$ cat src/pkg/trnc_pkg.sv
// trnc_pkg: register map, bit positions, reset values and enumerations
// for the token ring node control block; used by logic/trnc_control.sv.
package trnc_pkg;
  localparam int unsigned ADDR_W = 4;
  localparam int unsigned DATA_W = 8;
  localparam int unsigned NODE_W = 8;

  // register offsets as software sees them
  localparam logic [3:0] OFF_CONTROL_ZERO = 4'h0;
  localparam logic [3:0] OFF_CONTROL_ONE  = 4'h1;
  localparam logic [3:0] OFF_STATUS_TWO   = 4'h2;
  localparam logic [3:0] OFF_SUCC_HOLD    = 4'h3;
  localparam logic [3:0] OFF_SUCC_ADDR    = 4'h4;
  localparam logic [3:0] OFF_OWN_ADDR     = 4'h5;

  // control_zero
  localparam int unsigned B_RECEIVE_ENABLE_BIT  = 5;
  localparam int unsigned B_MASTER_TRANSMIT_ENABLE_BIT  = 6;
  localparam int unsigned B_DATA_TRANSMIT_ENABLE_BIT = 7;
  localparam logic [7:0] CZ_RESET = 8'h01;
  localparam logic [7:0] CZ_MASK  = 8'hff;

  // control_one
  localparam int unsigned B_UPDATE = 0;
  localparam int unsigned B_JOIN   = 3;
  localparam int unsigned B_DIAG   = 7;
  localparam logic [7:0] C1_RESET    = 8'h00;
  localparam logic [7:0] C1_NET_MASK = 8'hf9;
  localparam logic [7:0] C1_DIA_MASK = 8'h9f;

  // status_two
  localparam int unsigned B_RING_MEMBERSHIP_FLAG = 0;
  localparam int unsigned B_NXTR   = 6;
  localparam int unsigned B_NXTT   = 7;

  localparam logic [7:0] NODE_MIN = 8'h01;
  localparam logic [7:0] NODE_MAX = 8'hfe;
  localparam logic [7:0] OWN_RESET = 8'h01;

  localparam logic [3:0] NAK_RX_NOT_ENABLED = 4'h1;

  typedef enum logic [1:0] {TRNC_IDLE, TRNC_PASS, TRNC_SCAN} trnc_pass_t;
endpackage

$ cat src/logic/trnc_control.sv
// trnc_control: control registers and frame gating of a token ring node.
// assumes frame/link events arrive as one-cycle pulses on mclk from the
// frame engine; buffer chain walking is done by that engine too.
`timescale 1ns/1ps

// Notes on behaviour
// rx disabled: answer supervisory frames, no data DMA, ignore rx chain
// receive disabled: acked data frame to us gets nak, receiver-off code
// receive enabled: suitable data frames are moved to memory by DMA
// receive enable changes apply only to frames starting afterwards
// rx chain always tracked; flag set on buffer, cleared on zero link
// master transmit off: nothing sent, tx chain ignored
// tx chain always tracked; flag set on frame, cleared on zero link
// data transmit enable ignored unless master transmit enable set
// master on, data off: only data frames suppressed, token and acks go
// successor update bit copies holding register to successor address
// device clears successor update bit when copy is done
// next token pass after update goes to the new successor
// failed pass starts scan, ascending, until success or own address
// join bit: enter ring by accepting next token pass to us
// ring flag set only while in ring of at least two nodes
// join cleared while in ring: refuse next pass, then clear ring flag
// control_one low bits use network or diagnostic layout by bit 7
// host keeps diagnostic bit zero in network operation
// host leaves reserved control bits unused
// node addresses step ascending, wrapping within 1 to 254
// entering network state sets successor to own address plus one
// host loads holding register before update and waits for clear
// reserved control_one bits read zero and ignore writes
module trnc_control (
  input  wire logic       mclk,
  input  wire logic       nrst,
  input  wire logic [3:0] addr,
  input  wire logic [7:0] wdata,
  input  wire logic       wr,
  input  wire logic       rd,
  output logic      [7:0] rdata,
  input  wire logic       net_enter,
  input  wire logic       frame_start,
  input  wire logic       frame_is_data,
  input  wire logic       frame_to_us,
  input  wire logic       frame_ack_req,
  input  wire logic       token_to_us,
  input  wire logic       pass_ok,
  input  wire logic       pass_fail,
  input  wire logic       ring_peer,
  input  wire logic       rx_buf_avail,
  input  wire logic       rx_zero_link,
  input  wire logic       tx_frame_queued,
  input  wire logic       tx_zero_link,
  output logic            rx_dma_en,
  output logic            rx_chain_use,
  output logic            send_nak,
  output logic      [3:0] nak_code,
  output logic            tx_any_en,
  output logic            tx_data_en,
  output logic            tx_chain_use,
  output logic            token_accept,
  output logic            token_refuse,
  output logic            pass_req,
  output logic      [7:0] pass_addr
);

  logic [7:0] cz_reg, cz_next;
  logic [7:0] c1_reg, c1_next;
  logic [7:0] hold_reg, hold_next;
  logic [7:0] succ_reg, succ_next;
  logic [7:0] own_reg, own_next;
  logic       receive_enable_bit_frame_reg, receive_enable_bit_frame_next;
  logic       nxtr_reg, nxtr_next;
  logic       nxtt_reg, nxtt_next;
  logic       ring_membership_flag_reg, ring_membership_flag_next;
  logic       nak_reg, nak_next;
  logic       accept_reg, accept_next;
  logic       refuse_reg, refuse_next;
  logic       preq_reg, preq_next;
  logic [7:0] paddr_reg, paddr_next;
  logic [7:0] rdata_reg, rdata_next;
  trnc_pkg::trnc_pass_t pst_reg, pst_next;
  logic       diag;
  logic [7:0] c1_mask;

  function automatic logic [7:0] node_inc(input logic [7:0] a);
    node_inc = (a >= trnc_pkg::NODE_MAX) ? trnc_pkg::NODE_MIN
                                         : 8'(a + 8'h01);
  endfunction

  assign diag    = c1_reg[trnc_pkg::B_DIAG];
  assign c1_mask = diag ? trnc_pkg::C1_DIA_MASK
                        : trnc_pkg::C1_NET_MASK;

  always_comb begin
    cz_next         = cz_reg;
    c1_next         = c1_reg;
    hold_next       = hold_reg;
    succ_next       = succ_reg;
    own_next        = own_reg;
    receive_enable_bit_frame_next = receive_enable_bit_frame_reg;
    nxtr_next       = nxtr_reg;
    nxtt_next       = nxtt_reg;
    ring_membership_flag_next     = ring_membership_flag_reg;
    nak_next        = 1'b0;
    accept_next     = 1'b0;
    refuse_next     = 1'b0;
    preq_next       = 1'b0;
    paddr_next      = paddr_reg;
    pst_next        = pst_reg;
    rdata_next      = 8'h00;

    if (wr) begin
      case (addr)
        trnc_pkg::OFF_CONTROL_ZERO: cz_next = wdata & trnc_pkg::CZ_MASK;
        trnc_pkg::OFF_CONTROL_ONE: begin
          // mask chosen by the layout the written diag bit selects
          c1_next = wdata & (wdata[trnc_pkg::B_DIAG]
                             ? trnc_pkg::C1_DIA_MASK
                             : trnc_pkg::C1_NET_MASK);
        end
        trnc_pkg::OFF_SUCC_HOLD:  hold_next = wdata;
        trnc_pkg::OFF_OWN_ADDR:   own_next  = wdata;
        default: ;
      endcase
    end

    // the enable is latched at frame start so a mid-frame toggle is unseen
    if (frame_start)
      receive_enable_bit_frame_next = cz_reg[trnc_pkg::B_RECEIVE_ENABLE_BIT];
    if (frame_start && frame_is_data && frame_to_us && frame_ack_req &&
        !cz_reg[trnc_pkg::B_RECEIVE_ENABLE_BIT])
      nak_next = 1'b1;

    // chain tracking runs regardless of the enables; set wins over clear
    if (rx_zero_link)    nxtr_next = 1'b0;
    if (rx_buf_avail)    nxtr_next = 1'b1;
    if (tx_zero_link)    nxtt_next = 1'b0;
    if (tx_frame_queued) nxtt_next = 1'b1;

    if (net_enter)
      succ_next = node_inc(own_reg);
    if (!diag && c1_reg[trnc_pkg::B_UPDATE]) begin
      succ_next = hold_reg;
      c1_next[trnc_pkg::B_UPDATE] = 1'b0;
    end

    if (token_to_us && !diag) begin
      if (c1_reg[trnc_pkg::B_JOIN])
        accept_next = 1'b1;
      else if (ring_membership_flag_reg) begin
        refuse_next = 1'b1;
        ring_membership_flag_next = 1'b0;
      end
    end
    if (accept_reg && ring_peer)
      ring_membership_flag_next = 1'b1;
    if (!ring_peer)
      ring_membership_flag_next = 1'b0;

    case (pst_reg)
      trnc_pkg::TRNC_IDLE: begin
        if (accept_reg && cz_reg[trnc_pkg::B_MASTER_TRANSMIT_ENABLE_BIT]) begin
          paddr_next = succ_next;
          preq_next  = 1'b1;
          pst_next   = trnc_pkg::TRNC_PASS;
        end
      end
      trnc_pkg::TRNC_PASS: begin
        if (pass_ok)
          pst_next = trnc_pkg::TRNC_IDLE;
        else if (pass_fail) begin
          paddr_next = node_inc(paddr_reg);
          if (node_inc(paddr_reg) == own_reg)
            pst_next = trnc_pkg::TRNC_IDLE;
          else begin
            preq_next = 1'b1;
            pst_next  = trnc_pkg::TRNC_SCAN;
          end
        end
      end
      trnc_pkg::TRNC_SCAN: begin
        if (pass_ok) begin
          succ_next = paddr_reg;
          pst_next  = trnc_pkg::TRNC_IDLE;
        end else if (pass_fail) begin
          paddr_next = node_inc(paddr_reg);
          if (node_inc(paddr_reg) == own_reg)
            pst_next = trnc_pkg::TRNC_IDLE;
          else
            preq_next = 1'b1;
        end
      end
      default: pst_next = trnc_pkg::TRNC_IDLE;
    endcase

    if (rd) begin
      case (addr)
        trnc_pkg::OFF_CONTROL_ZERO: rdata_next = cz_reg;
        trnc_pkg::OFF_CONTROL_ONE:  rdata_next = c1_reg & c1_mask;
        trnc_pkg::OFF_STATUS_TWO: begin
          rdata_next[trnc_pkg::B_RING_MEMBERSHIP_FLAG] = ring_membership_flag_reg;
          rdata_next[trnc_pkg::B_NXTR]   = nxtr_reg;
          rdata_next[trnc_pkg::B_NXTT]   = nxtt_reg;
        end
        trnc_pkg::OFF_SUCC_HOLD:    rdata_next = hold_reg;
        trnc_pkg::OFF_SUCC_ADDR:    rdata_next = succ_reg;
        trnc_pkg::OFF_OWN_ADDR:     rdata_next = own_reg;
        default:                    rdata_next = 8'h00;
      endcase
    end
  end

  always_ff @(posedge mclk or negedge nrst) begin
    if (!nrst) begin
      cz_reg         <= trnc_pkg::CZ_RESET;
      c1_reg         <= trnc_pkg::C1_RESET;
      hold_reg       <= 8'h00;
      succ_reg       <= trnc_pkg::NODE_MIN;
      own_reg        <= trnc_pkg::OWN_RESET;
      receive_enable_bit_frame_reg <= 1'b0;
      nxtr_reg       <= 1'b0;
      nxtt_reg       <= 1'b0;
      ring_membership_flag_reg     <= 1'b0;
      nak_reg        <= 1'b0;
      accept_reg     <= 1'b0;
      refuse_reg     <= 1'b0;
      preq_reg       <= 1'b0;
      paddr_reg      <= 8'h00;
      pst_reg        <= trnc_pkg::TRNC_IDLE;
      rdata_reg      <= 8'h00;
    end else begin
      cz_reg         <= cz_next;
      c1_reg         <= c1_next;
      hold_reg       <= hold_next;
      succ_reg       <= succ_next;
      own_reg        <= own_next;
      receive_enable_bit_frame_reg <= receive_enable_bit_frame_next;
      nxtr_reg       <= nxtr_next;
      nxtt_reg       <= nxtt_next;
      ring_membership_flag_reg     <= ring_membership_flag_next;
      nak_reg        <= nak_next;
      accept_reg     <= accept_next;
      refuse_reg     <= refuse_next;
      preq_reg       <= preq_next;
      paddr_reg      <= paddr_next;
      pst_reg        <= pst_next;
      rdata_reg      <= rdata_next;
    end
  end

  assign rdata        = rdata_reg;
  assign rx_dma_en    = receive_enable_bit_frame_reg;
  assign rx_chain_use = receive_enable_bit_frame_reg;
  // nak is a supervisory frame: it needs master transmit only
  assign send_nak     = nak_reg & cz_reg[trnc_pkg::B_MASTER_TRANSMIT_ENABLE_BIT];
  assign nak_code     = trnc_pkg::NAK_RX_NOT_ENABLED;
  assign tx_any_en    = cz_reg[trnc_pkg::B_MASTER_TRANSMIT_ENABLE_BIT];
  assign tx_data_en   = cz_reg[trnc_pkg::B_MASTER_TRANSMIT_ENABLE_BIT] &
                        cz_reg[trnc_pkg::B_DATA_TRANSMIT_ENABLE_BIT];
  assign tx_chain_use = tx_data_en;
  assign token_accept = accept_reg;
  assign token_refuse = refuse_reg;
  assign pass_req     = preq_reg & cz_reg[trnc_pkg::B_MASTER_TRANSMIT_ENABLE_BIT];
  assign pass_addr    = paddr_reg;

endmodule // trnc_control

$ cat config.mk
export PLATFORM = sky130hd
export DESIGN_NAME = trnc_control
export DESIGN_NICKNAME = d
export VERILOG_FILES = /design/src/pkg/trnc_pkg.sv /design/src/logic/trnc_control.sv
export SDC_FILE = /design/constraint.sdc
export NUM_CORES = 1
export LEC_CHECK = 0
export BUFFER_PORTS_ARGS = -buffer_cell sky130_fd_sc_hd__buf_2
export CORE_ASPECT_RATIO = 0.7
export CORE_MARGIN = 2
export CORE_UTILIZATION = 59
export CTS_CLUSTER_DIAMETER = 200
export DETAILED_ROUTE_END_ITERATION = 8
export PLACE_DENSITY = 0.86
export SLEW_MARGIN = 20
export SYNTH_ARGS = -nofsm -noshare
export SYNTH_HDL_FRONTEND = slang
export SYNTH_SLANG_ARGS = --single-unit
$ cat constraint.sdc
create_clock -name mclk -period 4.42 [get_ports mclk]
set_clock_uncertainty 0.05 [all_clocks]
set_input_delay 0.663 -clock mclk [delete_from_list [all_inputs] [get_ports mclk]]
set_output_delay 0.663 -clock mclk [all_outputs]
set_load 0.005 [all_outputs]
==> reports/metrics.csv, run 1 <==
metric,value,unit
worst_hold_slack,0.258,ns
gp_congestion,0.958,
ys_warn_count,0,
cp-start-kind,register,
tns,0,ns
drc,0,
critical_path_buf_inv_count,1,
regArea,1660,µm²
required,4.64,ns
vias_per_cell,6.54,
reg2regPathDepth,8,
rsz0062_at_grt,false,
cts_buffer_depth,2,
yosys.area.top_type,dfrtp_1,
dr_wl_met2,4420,µm
ys.flop_type,dfrtp_1,
ctsRootBufferMaster,clkbuf_8,
crit_family,compound AO/OA/AOI/OAI gates,
core-area,6250,µm²
yosysSeqAreaShare,0.431,
drt-total-wl,9680,µm
reg2reg_from,pass_addr[0]$_DFFE_PN0P_,
die_height,71.5,µm
m1WireLength,4200,µm
io_buffer_count,53,
setup_viol,0,
slowest_delay,0.54,ns
grt_use_total,0.284,
synth_edf_count,0,
start_util,0.614,
ctsHoldBuffers,0,
grt_pass1_vias,3069,
worstSetupPathType,reg -> reg,
max_freq,398,MHz
postSynthCellCount,373,
place.detailed.hpwl,7000,µm
grt_max_degree,48,
crit_arrival,2.74,ns
cap_violations,0,
grt_antenna_before_repair,0,
slowest_stage,dfrtp_1,
num_io_pins,58,
drt-pass1-iter-count,7,
rows,24,
endpoint_kind,register,
ant_nets,0,
drt_iter0_drc,449,
fp.dieArea,7180,µm²
ys_seq_elements,66,
grt_pass1_wl,15600,µm
cts_resized,0,
final-hold-violation-count,0,
top_layer,met4,
clk_pin_slew,0.08,ns
report.final.slew_viol_count,0,
drive_gt1_frac,0.283,
cts_buffers,9,
fin_crit_sh,0.569,
postCtsSetupBuffers,0,
wire_per_inst,19.4,µm
postSynthAreaPerCell,10.3,µm²
nNetsFinal,453,
setup.worst_path.start,pass_addr[0]$_DFFE_PN0P_,
dr_total_vias,3262,
synth_area_leaders,"dfrtp_1, mux2_2, o21ai_0",
path_max_fanout,8,
cellLeakagePower,1.92,nW
synth.distinct_cells,71,
syn_area,3840,µm²
synthToLayoutAreaGrowth,10.6,%
crit_chain,inv_1 -> ha_1 -> o211ai_1 -> nor2_1 -> o21ai_0 -> o2111ai_1 -> nor4_4 -> mux2i_1,
status,"complete, no violations",
yosys.area.top_type_share,0.411,
dr_wl_met3,908,µm
synthArstFlopShare,1.00,
die_w,100,µm
slew_headroom,0.349,
p_per_area,533,nW/µm²
hp-class,in -> async,
peakVddDrop,213,µV
period_needed,2.51,ns
worst_pin_slew,0.975,ns
cts_max_level,3,
worst-path-stages,8,
overflow,0,
multiInputGateArea,1970,µm²
clkLatencyLatePin,0.34,ns
clock-sinks,66,
antennaDiodeCount,0,
fillerInstances,469,
cts_tree,built,
## path summary, 6_finish.rpt
check / end / slack (ns)
worst max register to register: pst_reg[0]$_DFFE_PN0P_ / 1.91
worst min register to register: nxtr_reg$_DFFE_PN0P_ / 0.45
worst max-delay path: pst_reg[0]$_DFFE_PN0P_ / 1.91
min in group mclk: nxtr_reg$_DFFE_PN0P_ / 0.45
max in group asynchronous: succ_reg[3]$_DFF_PN0_ / 3.34
worst min-delay path: preq_reg$_DFF_PN0_ / 0.26
## cell usage after synthesis, drive strengths merged, types with 5 or more instances
library cell	number
o21ai	26
nand3	13
nor2	16
a222oi	6
inv	17
o221ai	7
ha	8
xnor2	5
nand2b	7
nor4	5
nand4	6
mux2	30
dfrtp	63
a21oi	18
buf	17
clkbuf	8
a21o	5
nand2	33
nor2b	6
a22oi	5
## cells in the final DEF, fill, tap and decap left out, types with 6 or more instances in the layout
cell type / n
o221ai_1: 7
clkbuf_8: 10
mux2_2: 30
nand2b_1: 7
a21oi_1: 18
ha_1: 8
nand3_1: 12
nand2_1: 32
a222oi_1: 6
nor2b_1: 6
nor2_1: 16
inv_1: 17
buf_2: 52
dfrtp_1: 63
o21ai_0: 26
## layer usage
metal	global-route usage	up-vias
met5	0	-
met4	0.0654	0
met3	0.0780	24
met2	0.440	206
met1	0.404	1579
li1	-	1453
## report_power, final
part / leakage [nW] / switching (W) / internal, W
Combinational: 1.00 / 0.000453 / 0.000381
Clock: 0.0891 / 0.000235 / 0.000217
Sequential: 0.824 / 0.000219 / 0.000758
## area by class of cell
class | count | area share
clock buffers | 11 | 0.0333
clock inverters | 5 | 0.00737
repair buffers | 55 | 0.0666
flip-flops and latches | 66 | 0.390
inverters | 17 | 0.0150
well taps | 78 | 0.0230
multi-input cells | 267 | 0.465
## logic make-up (layout without fill, tap and decap cells)
logic type      Yosys count  in the layout  synth area share
buf+inv                  42             88            0.0564
fa+ha+maj                 8              8            0.0261
xor+xnor                 11             11            0.0326
flops                    66             66             0.431
compound gates           97             97             0.180
mux                      33             33            0.0959
simple gates            114            114             0.176
other cells               2              4           0.00196
## stage by stage
stage          cells  total power [W]  area [µm²]  utilization  setup slack [ns]
2_1_floorplan    375          0.00156        3840            -              2.22
3_3_place_gp     483          0.00174        4070        0.652              1.94
3_5_place_dp     483          0.00179        4070        0.652              1.89
4_1_cts          499          0.00225        4240        0.679              1.92
5_1_grt          499          0.00240        4250        0.680              1.71
6_report         499          0.00226        4250        0.680              1.91
No activity file was read; power rests on OpenSTA's default activity.
==> run 2: changes to the inputs <==
--- a/config.mk
+++ b/config.mk
@@ -8,10 +8,10 @@
 export BUFFER_PORTS_ARGS = -buffer_cell sky130_fd_sc_hd__buf_2
 export CORE_ASPECT_RATIO = 0.7
 export CORE_MARGIN = 2
-export CORE_UTILIZATION = 59
+export CORE_UTILIZATION = 52
 export CTS_CLUSTER_DIAMETER = 200
 export DETAILED_ROUTE_END_ITERATION = 8
-export PLACE_DENSITY = 0.86
+export PLACE_DENSITY = 0.81
 export SLEW_MARGIN = 20
 export SYNTH_ARGS = -nofsm -noshare
 export SYNTH_HDL_FRONTEND = slang
==> constraint.sdc (replaced) <==
create_clock -name mclk -period 2.1 [get_ports mclk]
set_clock_uncertainty 0.05 [all_clocks]
set_input_delay 0.315 -clock mclk [delete_from_list [all_inputs] [get_ports mclk]]
set_output_delay 0.315 -clock mclk [all_outputs]
set_load 0.005 [all_outputs]
==> reports/metrics.csv, run 2 (synthesis results as in run 1) <==
metric,value,unit
place.detailed.hpwl,7550,µm
min_to,nxtt_reg$_DFFE_PN0P_,
max_freq,452,MHz
crit_chain,buf_4 -> buf_4 -> nand3_4 -> o21ba_2 -> o221ai_2 -> a221o_1 -> nor4_4 -> mux2i_1,
reg2reg_from,pass_addr[0]$_DFFE_PN0P_,
top_layer,met4,
dr_wl_met3,853,µm
failed_checks,negative setup slack,
wire_per_inst,18.8,µm
final-hold-violation-count,0,
slowest_delay,0.42,ns
grt_pass1_wl,16000,µm
final_common_cell,dfrtp_1,
p_per_area,1170,nW/µm²
rsz0062_at_grt,true,
worst_pin_slew,0.504,ns
antennaDiodeCount,0,
fin_cells,574,
vias_per_cell,5.96,
drt_iter0_drc,293,
cap_violations,0,
worstSetupPathType,reg -> reg,
min-delay-start,tx_frame_queued,
dr_wl_met2,4920,µm
fp.dieArea,8090,µm²
r2r_slack,-0.11,ns
final.setup.worst_slack,-0.113,ns
synthToLayoutAreaGrowth,27.0,%
grt_use_total,0.263,
grt_pass1_vias,3178,
critical_path_buf_inv_count,2,
cp-start-kind,register,
endpoint_kind,register,
clk_pin_slew,0.07,ns
path_max_fanout,5,
crit_arrival,2.44,ns
grt_max_degree,67,
reg2regPathDepth,8,
final_cell_mix,"dfrtp_1, buf_2, buf_4, nand2_1, mux2_2",
io_buffer_count,53,
worst_hold_slack,0.0889,ns
num_io_pins,58,
status,"complete, but fails checks",
cellLeakagePower,2.21,nW
drt-pass1-iter-count,5,
p_total,0.00569,W
peakVddDrop,521,µV
overflow,0,
dp_cells,545,
clock-sinks,66,
cts_max_level,3,
crit_family,compound AO/OA/AOI/OAI gates,
grt_antenna_before_repair,0,
drt-total-wl,10800,µm
fin_crit_sh,1.05,
critPathMostFrequentCell,buf_4,
drive_gt1_frac,0.412,
start_util,0.531,
setup_viol,3,
hp-class,in -> reg,
rows,26,
ctsRootBufferMaster,clkbuf_8,
clkLatencyLatePin,0.36,ns
dr_total_vias,3423,
drc,0,
fillerInstances,568,
nNetsFinal,508,
slowest_stage,dfrtp_2,
cts_tree,built,
m1WireLength,4770,µm
tns,-0.258,ns
die_height,75.9,µm
ant_nets,0,
gp_congestion,0.956,
required,2.33,ns
rr_endpoint,pst_reg[0]$_DFFE_PN0P_,
slew_headroom,0.664,
final_core_util,0.675,
die_w,107,µm
report.final.slew_viol_count,0,
period_needed,2.21,ns
cts_buffers,9,
min_path_cells,2,
cts_buffer_depth,2,
core-area,7220,µm²
[run 2: cell count changes in the layout (fill, tap and decap cells not counted), moves of 3 or more]
cell | before | now
o21ai_1 | 0 | 8
buf_4 | 3 | 52
o21ai_0 | 26 | 17
ha_1 | 8 | 4
dfrtp_2 | 0 | 3
buf_6 | 0 | 3
dfrtp_1 | 63 | 60
[run 2: how the worst max path moves through the flow]
stage                              from                     end  slack (ns)  cells after the start
3_5_place_dp   pass_addr[0]$_DFFE_PN0P_  pst_reg[0]$_DFFE_PN0P_       -0.13                      8
2_1_floorplan  pass_addr[0]$_DFFE_PN0P_  pst_reg[0]$_DFFE_PN0P_       -0.03                      9
3_3_place_gp   pass_addr[0]$_DFFE_PN0P_  pst_reg[0]$_DFFE_PN0P_       -0.03                      8
5_1_grt        pass_addr[1]$_DFFE_PN0P_  pst_reg[0]$_DFFE_PN0P_       -0.20                      8
4_1_cts        pass_addr[0]$_DFFE_PN0P_  pst_reg[0]$_DFFE_PN0P_       -0.13                      8
6_report       pass_addr[0]$_DFFE_PN0P_  pst_reg[0]$_DFFE_PN0P_       -0.11                      8
[run 2: per-stage QoR]
step           setup slack (ns)  area, µm²
5_1_grt                  -0.200       4870
3_3_place_gp            -0.0348       4440
4_1_cts                  -0.127       4720
2_1_floorplan           -0.0257       3860
3_5_place_dp             -0.132       4440
6_report                 -0.113       4870
[run 2: layout make-up]
cell class	count	area (µm²)	share of cell area
Clock buffer	12	145	0.0298
Clock inverter	4	51.3	0.0105
Inverter	17	63.8	0.0131
Multi-Input combinational cell	267	2110	0.433
Sequential cell	66	1660	0.341
Tap cell	98	123	0.0252
Timing Repair Buffer	110	719	0.148
[run 2: worst register-to-register path: cells and delay by family (launching register included)]
kind                   cells  cell delay [ns]
AOI/OAI and AO/OA          3             0.65
and+or+nand+nor            2             0.49
DFF                        1             0.42
buffers and inverters      2             0.30
muxes                      1             0.23
[run 2: power by group]
group	internal (W)	switching (W)
combinational	0.00132	0.00137
clock	0.000581	0.000503
sequential	0.00160	0.000319
total	0.00350	0.00219
[run 2: per-layer routing]
metal / up-vias / global-route usage
met5: - / 0
met4: 0 / 0.0909
met3: 27 / 0.0582
met2: 160 / 0.411
met1: 1677 / 0.369
li1: 1559 / -
[run 2: timing repair]
action | 4_1_cts | 5_1_grt
gates resized for setup | 7 | 30
buffers inserted | 8 | 4
pin swaps | 6 | 10
endpoints found under the hold margin | 63 | 0
hold buffers | 1 | 0
setup endpoints to repair | 7 | 13
